File: src/shared/ceeu_pkg.sv
package ceeu_pkg;
    // ==========================================
    // status word layout
    localparam int STATUS_WIDTH = 32;
    localparam int FLAG_CARRY   = 0;
    localparam int FLAG_ZERO    = 1;
    localparam int FLAG_NEG     = 2;
    localparam int FLAG_OVF     = 3;
    localparam int FLAG_SAT     = 4;
    localparam int CTRL_LOW     = 5;
    localparam int CTRL_HIGH    = 7;
    localparam int HALF_WIDTH   = 16;
    localparam int MODE_LOW     = 22;
    localparam int MODE_HIGH    = 24;
    localparam int DEBUG_BIT    = 27;
    localparam int GLOBAL_MASK  = 16;
    localparam logic [31:0] STATUS_RESET = 32'h00400000;

    // ==========================================
    // addresses and handler offsets
    localparam logic [31:0] RESET_ADDR      = 32'h80000000;
    localparam logic [31:0] DEBUG_ENTRY     = 32'h80000004;
    localparam int          AUTOVEC_WIDTH   = 14;
    localparam logic [31:0] OFS_UNRECOVER   = 32'h00000000;
    localparam logic [31:0] OFS_BUS_FETCH   = 32'h00000004;
    localparam logic [31:0] OFS_BUS_DATA    = 32'h00000008;
    localparam logic [31:0] OFS_MULTI_HIT   = 32'h00000010;
    localparam logic [31:0] OFS_ADDR_FETCH  = 32'h00000014;
    localparam logic [31:0] OFS_PROT_FETCH  = 32'h00000018;
    localparam logic [31:0] OFS_ILLEGAL     = 32'h00000020;
    localparam logic [31:0] OFS_PRIVILEGE   = 32'h00000028;
    localparam logic [31:0] OFS_ADDR_READ   = 32'h00000030;
    localparam logic [31:0] OFS_ADDR_WRITE  = 32'h00000034;
    localparam logic [31:0] OFS_PROT_READ   = 32'h00000038;
    localparam logic [31:0] OFS_PROT_WRITE  = 32'h0000003c;
    localparam logic [31:0] OFS_MISS_FETCH  = 32'h00000050;
    localparam logic [31:0] OFS_MISS_READ   = 32'h00000060;
    localparam logic [31:0] OFS_MISS_WRITE  = 32'h00000070;
    localparam logic [31:0] OFS_SUPER_CALL  = 32'h00000100;

    // ==========================================
    // event causes, index is priority (0 highest)
    typedef enum logic [3:0] {
        CE_MULTI_HIT, CE_ADDR_FETCH, CE_PROT_FETCH, CE_MISS_FETCH,
        CE_ILLEGAL, CE_PRIVILEGE, CE_SUPER_CALL, CE_ADDR_READ, CE_ADDR_WRITE,
        CE_PROT_READ, CE_PROT_WRITE, CE_MISS_READ, CE_MISS_WRITE,
        CE_INTERRUPT, CE_NONE
    } ceeu_cause_t;

    // ==========================================
    // what the stack engine is asked to do
    typedef enum logic [1:0] {
        CE_STK_NONE, CE_STK_PUSH_INT, CE_STK_PUSH_EXC, CE_STK_POP
    } ceeu_stack_t;
endpackage

File: src/shared/ceeu_if.sv
interface ceeu_if;
    // interrupt request and its autovector offset
    logic        irqReq;
    logic [ceeu_pkg::AUTOVEC_WIDTH-1:0] autoOffset;
    logic        irqAck;

    modport core (
        input  irqReq,
        input  autoOffset,
        output irqAck
    );
    modport ctrl (
        output irqReq,
        output autoOffset,
        input  irqAck
    );
endinterface

File: src/core/ceeu_core_end.sv
// Summary of operation
// - status word: flags low half, mode high
// - debug entry sets debug bit, jumps
// - debug saves return address, status locally
// - mode bits freely writable in debug
// - debug return restores saved context
// - fetch starts at fixed reset address
// - miss and supervisor call fixed handlers
// - each exception has own entry offset
// - protection violation raises protection exception
// - no matching entry raises miss exception
// - multiple matches raise multiple-hit exception
// - interrupt branches to base plus offset
// - autovector offset is fourteen bits
// - software keeps offsets clear of code
// - software protects handlers before loading base
// - same-instruction events served by priority
// - oldest instruction's events served first
// - memory unit, coprocessor, float causes never
// - interrupt entry pushes scratch, return, status
// - exception return pops status and address
module ceeu_core_end (
    // clock and reset
    input  wire logic        core_clk,
    input  wire logic        rst,
    // link to the interrupt controller
    ceeu_if.core             link,
    // pipeline events, index 0 = oldest (execute), 1 = decode
    input  wire logic [1:0]  fetchProt,
    input  wire logic [1:0]  fetchMatch0,
    input  wire logic [1:0]  fetchMulti,
    input  wire logic [1:0]  fetchAlign,
    input  wire logic [1:0]  dataValid,
    input  wire logic [1:0]  dataWrite,
    input  wire logic [1:0]  dataProt,
    input  wire logic [1:0]  dataMatch0,
    input  wire logic [1:0]  dataMulti,
    input  wire logic [1:0]  dataAlign,
    input  wire logic [1:0]  illegalOp,
    input  wire logic [1:0]  privOp,
    input  wire logic [1:0]  superCall,
    input  wire logic [31:0] instrPc,
    // debug and returns
    input  wire logic        debugReq,
    input  wire logic        debugReturn,
    input  wire logic        excReturn,
    input  wire logic [31:0] poppedPc,
    input  wire logic [31:0] poppedStatus,
    // status and base writes
    input  wire logic        statusWrite,
    input  wire logic [31:0] statusData,
    input  wire logic        baseWrite,
    input  wire logic [31:0] baseData,
    // outputs
    output logic [31:0]      fetchPc,
    output logic             redirect,
    output logic             flush,
    output logic [3:0]       causeCode,
    output logic [1:0]       stackOp,
    output logic [31:0]      stackPc,
    output logic [31:0]      stackStatus,
    output logic [31:0]      statusWord,
    output logic [31:0]      eventBase,
    output logic             irqAckOut
);
    logic [31:0]  status_reg;
    logic [31:0]  base_reg;
    logic [31:0]  dbgPc_reg;
    logic [31:0]  dbgStatus_reg;
    ceeu_pkg::ceeu_cause_t cause_next;
    logic [31:0]  offset_next;
    logic         inDebug;

    // ==========================================
    // classification helpers
    // picks highest priority cause of one instruction
    function automatic ceeu_pkg::ceeu_cause_t pick(input logic fp, fm0, fmu, fa,
            dv, dw, dp, dm0, dmu, da, il, pr, sc);
        ceeu_pkg::ceeu_cause_t c;
        c = ceeu_pkg::CE_NONE;
        if (fmu || (dv && dmu))    c = ceeu_pkg::CE_MULTI_HIT;
        else if (fa)               c = ceeu_pkg::CE_ADDR_FETCH;
        else if (fp)               c = ceeu_pkg::CE_PROT_FETCH;
        else if (fm0)              c = ceeu_pkg::CE_MISS_FETCH;
        else if (il)               c = ceeu_pkg::CE_ILLEGAL;
        else if (pr)               c = ceeu_pkg::CE_PRIVILEGE;
        else if (sc)               c = ceeu_pkg::CE_SUPER_CALL;
        else if (dv && da)         c = dw ? ceeu_pkg::CE_ADDR_WRITE : ceeu_pkg::CE_ADDR_READ;
        else if (dv && dp)         c = dw ? ceeu_pkg::CE_PROT_WRITE : ceeu_pkg::CE_PROT_READ;
        else if (dv && dm0)        c = dw ? ceeu_pkg::CE_MISS_WRITE : ceeu_pkg::CE_MISS_READ;
        return c;
    endfunction

    // handler offset per cause; no memory-unit, coprocessor or float causes
    function automatic logic [31:0] offsetOf(input ceeu_pkg::ceeu_cause_t c);
        case (c)
            ceeu_pkg::CE_MULTI_HIT:  offsetOf = ceeu_pkg::OFS_MULTI_HIT;
            ceeu_pkg::CE_ADDR_FETCH: offsetOf = ceeu_pkg::OFS_ADDR_FETCH;
            ceeu_pkg::CE_PROT_FETCH: offsetOf = ceeu_pkg::OFS_PROT_FETCH;
            ceeu_pkg::CE_MISS_FETCH: offsetOf = ceeu_pkg::OFS_MISS_FETCH;
            ceeu_pkg::CE_ILLEGAL:    offsetOf = ceeu_pkg::OFS_ILLEGAL;
            ceeu_pkg::CE_PRIVILEGE:  offsetOf = ceeu_pkg::OFS_PRIVILEGE;
            ceeu_pkg::CE_SUPER_CALL: offsetOf = ceeu_pkg::OFS_SUPER_CALL;
            ceeu_pkg::CE_ADDR_READ:  offsetOf = ceeu_pkg::OFS_ADDR_READ;
            ceeu_pkg::CE_ADDR_WRITE: offsetOf = ceeu_pkg::OFS_ADDR_WRITE;
            ceeu_pkg::CE_PROT_READ:  offsetOf = ceeu_pkg::OFS_PROT_READ;
            ceeu_pkg::CE_PROT_WRITE: offsetOf = ceeu_pkg::OFS_PROT_WRITE;
            ceeu_pkg::CE_MISS_READ:  offsetOf = ceeu_pkg::OFS_MISS_READ;
            ceeu_pkg::CE_MISS_WRITE: offsetOf = ceeu_pkg::OFS_MISS_WRITE;
            default:                 offsetOf = ceeu_pkg::OFS_UNRECOVER;
        endcase
    endfunction

    // ==========================================
    // event selection
    assign inDebug = status_reg[ceeu_pkg::DEBUG_BIT];

    // oldest instruction wins over any younger one
    always_comb begin
        ceeu_pkg::ceeu_cause_t c0;
        ceeu_pkg::ceeu_cause_t c1;
        c0 = pick(fetchProt[0], fetchMatch0[0], fetchMulti[0], fetchAlign[0], dataValid[0],
                  dataWrite[0], dataProt[0], dataMatch0[0], dataMulti[0], dataAlign[0],
                  illegalOp[0], privOp[0], superCall[0]);
        c1 = pick(fetchProt[1], fetchMatch0[1], fetchMulti[1], fetchAlign[1], dataValid[1],
                  dataWrite[1], dataProt[1], dataMatch0[1], dataMulti[1], dataAlign[1],
                  illegalOp[1], privOp[1], superCall[1]);
        cause_next = (c0 != ceeu_pkg::CE_NONE) ? c0 : c1;
        // interrupts only between instructions, masked by global mask bit
        if (cause_next == ceeu_pkg::CE_NONE && link.irqReq && !inDebug
                && !status_reg[ceeu_pkg::GLOBAL_MASK] && !irqAckOut) begin
            cause_next = ceeu_pkg::CE_INTERRUPT;
        end
        if (cause_next == ceeu_pkg::CE_INTERRUPT) begin
            offset_next = {18'h0, link.autoOffset};
        end else begin
            offset_next = offsetOf(cause_next);
        end
    end

    // ==========================================
    // event vector base
    always_ff @(posedge core_clk) begin
        if (rst) begin
            base_reg <= 32'h00000000;
        end else if (baseWrite) begin
            base_reg <= baseData;   // no check on where software points it
        end
    end

    // ==========================================
    // status word; low half flags+control, high half mode+state
    always_ff @(posedge core_clk) begin
        if (rst) begin
            status_reg <= ceeu_pkg::STATUS_RESET;
        end else if (debugReq && !inDebug) begin
            status_reg[ceeu_pkg::DEBUG_BIT] <= 1'b1;
        end else if (debugReturn && inDebug) begin
            status_reg <= dbgStatus_reg;
        end else if (excReturn) begin
            status_reg <= poppedStatus;
        end else if (cause_next != ceeu_pkg::CE_NONE) begin
            status_reg[ceeu_pkg::GLOBAL_MASK] <= 1'b1; // mask nesting until return
        end else if (statusWrite) begin
            // in debug everything but the debug bit, mode bits included, is writable
            if (inDebug) begin
                status_reg <= statusData | (32'h00000001 << ceeu_pkg::DEBUG_BIT);
            end else begin
                status_reg[ceeu_pkg::HALF_WIDTH-1:0] <= statusData[ceeu_pkg::HALF_WIDTH-1:0];
                status_reg[ceeu_pkg::GLOBAL_MASK]    <= statusData[ceeu_pkg::GLOBAL_MASK];
            end
        end
    end

    // dedicated debug return registers, no stack traffic
    always_ff @(posedge core_clk) begin
        if (rst) begin
            dbgPc_reg     <= 32'h00000000;
            dbgStatus_reg <= 32'h00000000;
        end else if (debugReq && !inDebug) begin
            dbgPc_reg     <= instrPc;
            dbgStatus_reg <= status_reg;
        end
    end

    // ==========================================
    // redirect, stack requests
    always_ff @(posedge core_clk) begin
        if (rst) begin
            fetchPc     <= ceeu_pkg::RESET_ADDR;
            redirect    <= 1'b1;
            flush       <= 1'b0;
            causeCode   <= ceeu_pkg::CE_NONE;
            stackOp     <= ceeu_pkg::CE_STK_NONE;
            stackPc     <= 32'h00000000;
            stackStatus <= 32'h00000000;
            irqAckOut   <= 1'b0;
        end else begin
            redirect  <= 1'b0;
            flush     <= 1'b0;
            stackOp   <= ceeu_pkg::CE_STK_NONE;
            irqAckOut <= 1'b0;
            causeCode <= ceeu_pkg::CE_NONE;
            if (debugReq && !inDebug) begin
                fetchPc  <= ceeu_pkg::DEBUG_ENTRY;
                redirect <= 1'b1;
                flush    <= 1'b1;
            end else if (debugReturn && inDebug) begin
                fetchPc  <= dbgPc_reg;
                redirect <= 1'b1;
                flush    <= 1'b1;
            end else if (excReturn) begin
                fetchPc  <= poppedPc;
                redirect <= 1'b1;
                flush    <= 1'b1;
                stackOp  <= ceeu_pkg::CE_STK_POP;
            end else if (cause_next != ceeu_pkg::CE_NONE) begin
                fetchPc     <= base_reg + offset_next;
                redirect    <= 1'b1;
                flush       <= 1'b1;
                causeCode   <= cause_next;
                stackPc     <= instrPc;
                stackStatus <= status_reg;
                // scratch set pushed whatever the level
                stackOp <= (cause_next == ceeu_pkg::CE_INTERRUPT) ?
                           ceeu_pkg::CE_STK_PUSH_INT : ceeu_pkg::CE_STK_PUSH_EXC;
                irqAckOut <= (cause_next == ceeu_pkg::CE_INTERRUPT);
            end
        end
    end

    assign statusWord  = status_reg;
    assign eventBase   = base_reg;
    assign link.irqAck = irqAckOut;
endmodule

File: src/flat_wrapper.sv
// flat-port wrapper written by rule: the top's interface ports become plain ports
module ceeu_core_end_flat 
  (core_clk, rst, fetchProt, fetchMatch0, fetchMulti, fetchAlign, dataValid, dataWrite, dataProt, dataMatch0, dataMulti, dataAlign, illegalOp, privOp, superCall, instrPc, debugReq, debugReturn, excReturn, poppedPc, poppedStatus, statusWrite, statusData, baseWrite, baseData, fetchPc, redirect, flush, causeCode, stackOp, stackPc, stackStatus, statusWord, eventBase, irqAckOut, link_irqReq, link_autoOffset, link_irqAck);
  ceeu_if link_i ();
  input  wire logic core_clk;
  input  wire logic rst;
  input  wire logic [1:0] fetchProt;
  input  wire logic [1:0] fetchMatch0;
  input  wire logic [1:0] fetchMulti;
  input  wire logic [1:0] fetchAlign;
  input  wire logic [1:0] dataValid;
  input  wire logic [1:0] dataWrite;
  input  wire logic [1:0] dataProt;
  input  wire logic [1:0] dataMatch0;
  input  wire logic [1:0] dataMulti;
  input  wire logic [1:0] dataAlign;
  input  wire logic [1:0] illegalOp;
  input  wire logic [1:0] privOp;
  input  wire logic [1:0] superCall;
  input  wire logic [31:0] instrPc;
  input  wire logic debugReq;
  input  wire logic debugReturn;
  input  wire logic excReturn;
  input  wire logic [31:0] poppedPc;
  input  wire logic [31:0] poppedStatus;
  input  wire logic statusWrite;
  input  wire logic [31:0] statusData;
  input  wire logic baseWrite;
  input  wire logic [31:0] baseData;
  output logic [31:0] fetchPc;
  output logic redirect;
  output logic flush;
  output logic [3:0] causeCode;
  output logic [1:0] stackOp;
  output logic [31:0] stackPc;
  output logic [31:0] stackStatus;
  output logic [31:0] statusWord;
  output logic [31:0] eventBase;
  output logic irqAckOut;
  input wire logic [$bits(link_i.irqReq)-1:0] link_irqReq;
  input wire logic [$bits(link_i.autoOffset)-1:0] link_autoOffset;
  output wire logic [$bits(link_i.irqAck)-1:0] link_irqAck;
  assign link_i.irqReq = link_irqReq;
  assign link_i.autoOffset = link_autoOffset;
  assign link_irqAck = link_i.irqAck;
  ceeu_core_end u_core (.core_clk(core_clk), .rst(rst), .link(link_i), .fetchProt(fetchProt), .fetchMatch0(fetchMatch0), .fetchMulti(fetchMulti), .fetchAlign(fetchAlign), .dataValid(dataValid), .dataWrite(dataWrite), .dataProt(dataProt), .dataMatch0(dataMatch0), .dataMulti(dataMulti), .dataAlign(dataAlign), .illegalOp(illegalOp), .privOp(privOp), .superCall(superCall), .instrPc(instrPc), .debugReq(debugReq), .debugReturn(debugReturn), .excReturn(excReturn), .poppedPc(poppedPc), .poppedStatus(poppedStatus), .statusWrite(statusWrite), .statusData(statusData), .baseWrite(baseWrite), .baseData(baseData), .fetchPc(fetchPc), .redirect(redirect), .flush(flush), .causeCode(causeCode), .stackOp(stackOp), .stackPc(stackPc), .stackStatus(stackStatus), .statusWord(statusWord), .eventBase(eventBase), .irqAckOut(irqAckOut));
endmodule
File: config.mk
export PLATFORM = sky130hd
export DESIGN_NAME = ceeu_core_end_flat
export DESIGN_NICKNAME = d
export VERILOG_FILES = /design/src/shared/ceeu_pkg.sv /design/src/shared/ceeu_if.sv /design/src/core/ceeu_core_end.sv /design/src/flat_wrapper.sv
export SDC_FILE = /design/constraint.sdc
export NUM_CORES = 1
export LEC_CHECK = 0
export ABC_AREA = 1
export BUFFER_PORTS_ARGS = -buffer_cell sky130_fd_sc_hd__buf_2
export CAP_MARGIN = 15
export CORE_MARGIN = 5
export CORE_UTILIZATION = 46
export CTS_BUF_LIST = sky130_fd_sc_hd__clkbuf_16
export CTS_CLUSTER_SIZE = 16
export DETAILED_ROUTE_END_ITERATION = 7
export PLACE_DENSITY = 0.85
export SETUP_SLACK_MARGIN = 0.5
export SYNTH_ARGS = -nofsm -noshare
export SYNTH_HDL_FRONTEND = slang
export SYNTH_SLANG_ARGS = --single-unit
File: constraint.sdc
create_clock -name core_clk -period 4.7 [get_ports core_clk]
set_input_delay 1.175 -clock core_clk [delete_from_list [all_inputs] [get_ports core_clk]]
set_output_delay 1.175 -clock core_clk [all_outputs]
set_load 0.05 [all_outputs]
Word level (Yosys, flattened, before mapping)
Memories as Yosys holds them, arrays and structs flattened.
Index checks and enable logic that the tools add are counted.
{"block": "classes", "eq_ne": 6, "n_reduce_logical": 33, "bitwise_logic": 4, "muxes": 48, "addsub": 1}
{"operator": "32-bit two-way mux", "count": 7}
{"operator": "4-bit two-way mux", "count": 24}
{"operator": "32-bit adder", "count": 1}
{"operator": "15-bit two-way mux", "count": 2}
{"operator": "16-bit two-way mux", "count": 1}
{"operator": "1-bit logical AND", "count": 14}
{"operator": "4-bit nonzero test", "count": 3}
{"operator": "2-bit two-way mux", "count": 5}
{"operator": "3-bit two-way mux", "count": 3}
{"operator": "3-bit nonzero test", "count": 3}
{"operator": "4-bit == test (second input constant)", "count": 2}
{"operator": "4-bit != test (second input constant)", "count": 2}
{"operator": "4-bit AND reduction", "count": 2}
{"operator": "1-bit two-way mux", "count": 6}
{"operator": "5-bit OR reduction", "count": 1}
{"operator": "4-bit by 2-bit != test with 1-bit output (second input constant)", "count": 1}
{"operator": "1-bit inverter", "count": 4}
{"operator": "2-bit AND reduction", "count": 2}
{"operator": "1-bit logical NOT", "count": 3}
{"operator": "3-bit by 2-bit != test with 1-bit output (second input constant)", "count": 1}
{"operator": "3-bit AND reduction", "count": 1}
{"operator": "3-bit OR reduction", "count": 1}
{"operator": "1-bit logical OR", "count": 2}
{"operator": "2-bit OR reduction", "count": 1}
{"block": "totals", "rom_bits": 96, "input_bits": 208, "mem_count": 1, "reg_bits": 233}
{"name": "(no name shown)", "words": 16, "word_bits": 6, "read_ports": 1, "rd_ports_with_merged_regs": 0, "wr": 0, "line_no": "ceeu_core_end.sv:96", "text": "case (c)"}

Logic depth before layout (Yosys ltp)
{"block": "logic_depth", "word_depth": 26, "ltp_mapped": 36}

Least setup slack after synthesis
No wires, ideal clock.
{"block": "synth_path", "path_kind": "input port to flip-flop", "start": "input dataMulti[1]", "end": "register u_core.fetchPc[22]", "t_arrival_ns": 4.843, "path_stages": 31, "setup_slack_ns": -0.252, "path_buffers": 2, "path_cell_list": "a21oi_1 -> nand2_1 -> nor2_1 -> nand2_1 -> nand4_2 -> nand2_4 -> nor3_1 -> a21oi_1 -> inv_1 -> ha_1 -> inv_1 -> nor2_2 -> inv_1 -> buf_2 -> nor2_1 -> ha_1 -> inv_1 -> fa_1 -> inv_1 -> nand3_1 -> nand2_1 -> a21boi_0 -> o21ai_0 -> buf_2 -> nand2_1 -> o21ai_0 -> nand3_1 -> nand2_1 -> o211ai_1 -> nand2_1 -> inv_1"}
{"block": "synth_via", "elab_chain_len": 16, "elab_cells_between_ends": 19}
{"item": "start, declared", "line_no": "flat_wrapper.sv:15", "text": "input wire logic [1:0] dataMulti;"}
{"item": "1-bit logical AND *", "line_no": "ceeu_core_end.sv:81", "text": "if (fmu || (dv && dmu)) c = ceeu_pkg::CE_MULTI_HIT;"}
{"item": "1-bit logical OR *", "line_no": "ceeu_core_end.sv:81"}
{"item": "4-bit two-way mux *", "line_no": "ceeu_core_end.sv:81"}
{"item": "4-bit two-way mux *", "line_no": "ceeu_core_end.sv:128", "text": "cause_next = (c0 != ceeu_pkg::CE_NONE) ? c0 : c1;"}
{"item": "4-bit == test", "line_no": "ceeu_core_end.sv:130", "text": "if (cause_next == ceeu_pkg::CE_NONE && link.irqReq && !inDebug"}
{"item": "1-bit logical AND (2 in a row)", "line_no": "ceeu_core_end.sv:130"}
{"item": "1-bit logical AND (2 in a row)", "line_no": "ceeu_core_end.sv:131", "text": "&& !status_reg[ceeu_pkg::GLOBAL_MASK] && !irqAckOut) begin"}
{"item": "4-bit two-way mux *", "line_no": "ceeu_core_end.sv:130"}
{"item": "memory 16 x 6 bit / 4-bit == test (equally long branches)"}
{"item": "32-bit two-way mux", "line_no": "ceeu_core_end.sv:134", "text": "if (cause_next == ceeu_pkg::CE_INTERRUPT) begin"}
{"item": "32-bit adder", "line_no": "ceeu_core_end.sv:218", "text": "fetchPc <= base_reg + offset_next;"}
{"item": "32-bit two-way mux", "line_no": "ceeu_core_end.sv:217", "text": "end else if (cause_next != ceeu_pkg::CE_NONE) begin"}
{"item": "32-bit two-way mux", "line_no": "ceeu_core_end.sv:212", "text": "end else if (excReturn) begin"}
{"item": "32-bit two-way mux", "line_no": "ceeu_core_end.sv:208", "text": "end else if (debugReturn && inDebug) begin"}
{"item": "end signal, assigned", "line_no": "ceeu_core_end.sv:209", "text": "fetchPc <= dbgPc_reg;"}
{"item": "end signal, assigned", "line_no": "ceeu_core_end.sv:213", "text": "fetchPc <= poppedPc;"}
{"item": "end signal, assigned", "line_no": "ceeu_core_end.sv:218"}
{"item": "end, declared", "line_no": "ceeu_core_end.sv:55", "text": "output logic [31:0] fetchPc,"}
Every way passes the cells marked *; elsewhere a longest branch is shown, timed or not. The select of a mux whose other input is x is not followed.
A chain may end at the register's enable or synchronous reset.

Final worst setup path
{"block": "layout_path", "start": "input dataValid[0]", "end": "register u_core.fetchPc[29]"}
{"block": "layout_via", "elab_chain_len": 25, "elab_cells_between_ends": 32}
{"item": "start, declared", "line_no": "flat_wrapper.sv:11", "text": "input wire logic [1:0] dataValid;"}
{"item": "1-bit logical AND", "line_no": "ceeu_core_end.sv:90", "text": "else if (dv && dm0) c = dw ? ceeu_pkg::CE_MISS_WRITE : ceeu_pkg::CE_MISS_READ;"}
{"item": "4-bit two-way mux", "line_no": "ceeu_core_end.sv:90"}
{"item": "4-bit two-way mux", "line_no": "ceeu_core_end.sv:89", "text": "else if (dv && dp) c = dw ? ceeu_pkg::CE_PROT_WRITE : ceeu_pkg::CE_PROT_READ;"}
{"item": "4-bit two-way mux", "line_no": "ceeu_core_end.sv:88", "text": "else if (dv && da) c = dw ? ceeu_pkg::CE_ADDR_WRITE : ceeu_pkg::CE_ADDR_READ;"}
{"item": "4-bit two-way mux", "line_no": "ceeu_core_end.sv:87", "text": "else if (sc) c = ceeu_pkg::CE_SUPER_CALL;"}
{"item": "4-bit two-way mux", "line_no": "ceeu_core_end.sv:86", "text": "else if (pr) c = ceeu_pkg::CE_PRIVILEGE;"}
{"item": "4-bit two-way mux", "line_no": "ceeu_core_end.sv:85", "text": "else if (il) c = ceeu_pkg::CE_ILLEGAL;"}
{"item": "4-bit two-way mux", "line_no": "ceeu_core_end.sv:84", "text": "else if (fm0) c = ceeu_pkg::CE_MISS_FETCH;"}
{"item": "[8 not listed]"}
{"item": "1-bit logical AND (2 in a row)", "line_no": "ceeu_core_end.sv:131"}
{"item": "4-bit two-way mux *", "line_no": "ceeu_core_end.sv:130"}
{"item": "memory 16 x 6 bit / 4-bit == test (equally long branches)"}
{"item": "32-bit two-way mux", "line_no": "ceeu_core_end.sv:134"}
{"item": "32-bit adder", "line_no": "ceeu_core_end.sv:218"}
{"item": "32-bit two-way mux", "line_no": "ceeu_core_end.sv:217"}
{"item": "32-bit two-way mux", "line_no": "ceeu_core_end.sv:212"}
{"item": "32-bit two-way mux", "line_no": "ceeu_core_end.sv:208"}
Marks and branches as above.

==> impl_metrics.csv <==
group,metric,value,unit
outcome,status,"complete, no violations",
logic_synthesis,synth_top_area_cell,"dfxtp_1",
setup_path,cp_data_arrival_time,4.76,ns
drt,first_iter_violations,1245,
timing,clock_skew,0.0209,ns
global_route,overflow,0,
timing,fmax,231,MHz
drt,ant_nets,0,
clock_tree,cts_buffers,26,
setup_path,crit_path_start_kind,"primary input",
global_route,grt_pass1_wl,64.0,mm
global_route,antenna_found_initial,9,
floorplanning,ios,378,
cells_and_area,utilization,63.4,%
logic_synthesis,synth_top_family_by_area,"simple AND/OR/NAND/NOR gates",
logic_synthesis,ys_top_cells_by_area,"dfxtp_1 (40%), nor2_1 (12%), nand2_1 (9.6%)",
placed_design,gp_congestion,0.928,
setup_path,slowest_stage,"ha_1",
clock_tree,clock_path_buffers,3,
timing,finalMaxSlewViolations,0,
cells_and_area,fill_cells,2174,
power,leakagePower,0.00776,uW
clock_tree,worstSkewPairLatency,0.55,ns
drt,drc,0,
timing,max-slew-margin-rel,39.9,%
setup_path,reg2reg_depth,25,
power,powerDensity,346,nW/um^2
power,power,5470,uW
placed_design,hpwl,30.5,mm
cells_and_area,fin_nets,2365,
timing,holdWs,0.442,ns
drt,dr.pass1.iters,5,
timing,fin_crit_sh,92.3,%
placed_design,placed_area,14200,um^2
logic_synthesis,synthAdderAreaFrac,2.01,%
floorplanning,initial_core_util,46.3,%
cells_and_area,syn_to_final_growth,36.9,%
timing,worst_pin_slew,0.902,ns
clock_tree,clk_pin_slew,0.06,ns
setup_path,worstPathMaxFanout,8,
logic_synthesis,synth-xor-area-share,0.910,%
logic_synthesis,syn_nets,1950,
setup_path,crit_type,"primary input to register",
global_route,grt_max_degree,98,
cells_and_area,drive_above_1_share,31.8,%
logic_synthesis,synthCells,1724,
floorplanning,die_x,168,um
clock_tree,clock_sinks,233,
global_route,grt_pass1_vias,12500,
clock_tree,cts-hold-fix-buffers,0,
setup_path,critical_path_required,5.12,ns
cells_and_area,layout_commonest_cell,"buf_2",
timing,setup_viol,0,
timing,hold_viol_final,0,
setup_path,endpoint_kind,"register",
placed_design,io_buffers,376,
logic_synthesis,syn_avg_cell_area,6.70,um^2
timing,rsz0062_at_grt,"true",
drt,wirelength,43.1,mm
setup_path,cp_slowest_stage_delay,0.38,ns
floorplanning,die_y,168,um
placed_design,pre_cts_slack,-0.321,ns
logic_synthesis,ys_warn_count,0,
floorplanning,dieArea,28400,um^2
logic_synthesis,synth_compound_area_share,17.0,%
clock_tree,cts_tree,"yes",
logic_synthesis,synth-simple-area-share,30.8,%
logic_synthesis,synth_edf_count,0,
cells_and_area,register_area,4660,um^2
timing,fin_ws,0.362,ns
cells_and_area,fin_area,15800,um^2
floorplanning,fp.coreArea,25000,um^2
drt,wl_per_cell,17.3,um
logic_synthesis,synth.distinct_cells,46,
global_route,track_usage,27.4,%
power,max-vdd-ir-drop,0.267,mV
logic_synthesis,yosys.area.top_type_share,40.4,%
cells_and_area,multi_input_area,6660,um^2
drt,via_count,13400,
logic_synthesis,ys_ff_latch,233,
logic_synthesis,muxShareOfSynthArea,0.347,%
floorplanning,row_count,58,
logic_synthesis,async_reset_ff_share,0,%
hold_path,hold_depth,2,
clock_tree,root_buffer,"clkbuf_16",
timing,period_minus_slack,4.34,ns
logic_synthesis,synth_area,11600,um^2
cells_and_area,final_cell_mix,"buf_2 (372), nor2_1 (369), nand2_1 (264)",
hold_path,hold_class,"register to register",
drt,viasPerCell,5.40,
logic_synthesis,synthFlopType,"dfxtp_1",
run,maxCapViolations,0,
logic_synthesis,ys_seq_area_share,40.4,%
clock_tree,htree_num_levels,1,
## path summary, 6_finish.rpt
| check | from | end | slack [ns] |
|---|---|---|---|
| worst max-delay path | dataValid[0] | u_core.fetchPc[29]$_SDFFE_PP0P_ | 0.36 |
| worst min-delay path | u_core.dbgStatus_reg[27]$_SDFFE_PP0P_ | u_core.dbgStatus_reg[27]$_SDFFE_PP0P_ | 0.44 |
| worst max register to register | u_core.statusWord[27]$_SDFFE_PP0P_ | u_core.fetchPc[20]$_SDFFE_PP0P_ | 1.26 |
| worst min register to register | u_core.dbgStatus_reg[27]$_SDFFE_PP0P_ | u_core.dbgStatus_reg[27]$_SDFFE_PP0P_ | 0.44 |
## report_power, final
part	switching, uW	internal, uW
Sequential	120	2140
Clock	818	993
Combinational	983	411
## stage by stage
step	instances	TNS, ns
after CTS	2472	0
after global routing	2491	0
after detailed placement	2414	-5.65
after global placement	2414	-3.42
final	2491	0
after floorplan	1724	0
## worst max-delay path: cells and delay by family
family | cells | cell delay, ns
buf+inv | 7 | 0.79
compound gates | 4 | 0.70
fa+ha+maj | 2 | 0.55
simple gates | 15 | 1.52
## cell type report
| cell class | count | area share, % |
|---|---|---|
| sequential | 233 | 29.5 |
| multi-input combinational | 1246 | 42.1 |
| tap | 330 | 2.61 |
| timing repair buffer | 487 | 17.5 |
| inverter | 145 | 3.57 |
| clock inverter | 18 | 0.554 |
| clock buffer | 26 | 4.11 |
| antenna | 6 | 0.0949 |
## per-layer routing
layer	share of wire, %	track usage, %	vias up
met5	0.079	0	-
met4	5.4	13.5	6
met3	7.6	4.93	159
met2	48	46.6	648
met1	39	33.4	6178
li1	-	-	6452
## Yosys cell counts, drive strengths merged (2+ instances only)
cell    instances
a21boi          2
a21oi         102
a221oi         13
a22oi           6
buf            36
clkbuf         64
dfxtp         233
ha             17
inv           144
mux2i           4
nand2         305
nand3         104
nand4          24
nor2          387
nor3           14
nor4            4
o211ai          9
o21a            2
o21ai         226
o21bai          4
or2             4
xnor2           5
xor2            7
## cell families (layout without fill, tap and decap cells)
| family | Yosys count | in the layout |
|---|---|---|
| compound gates | 368 | 368 |
| other cells | 0 | 6 |
| buf+inv | 245 | 676 |
| flops | 233 | 233 |
| simple gates | 844 | 844 |
| xor+xnor | 12 | 12 |
| mux | 4 | 4 |
| fa+ha+maj | 18 | 18 |
## repair_timing
item                       4_1_cts  5_1_grt
hold endpoints to repair         0        0
pin swaps                       44       53
gates cloned                     1        0
resized for setup               68      105
setup endpoints to repair       26       28
setup buffers                   13       13
Note: power is estimated with default switching activity, not from simulation.
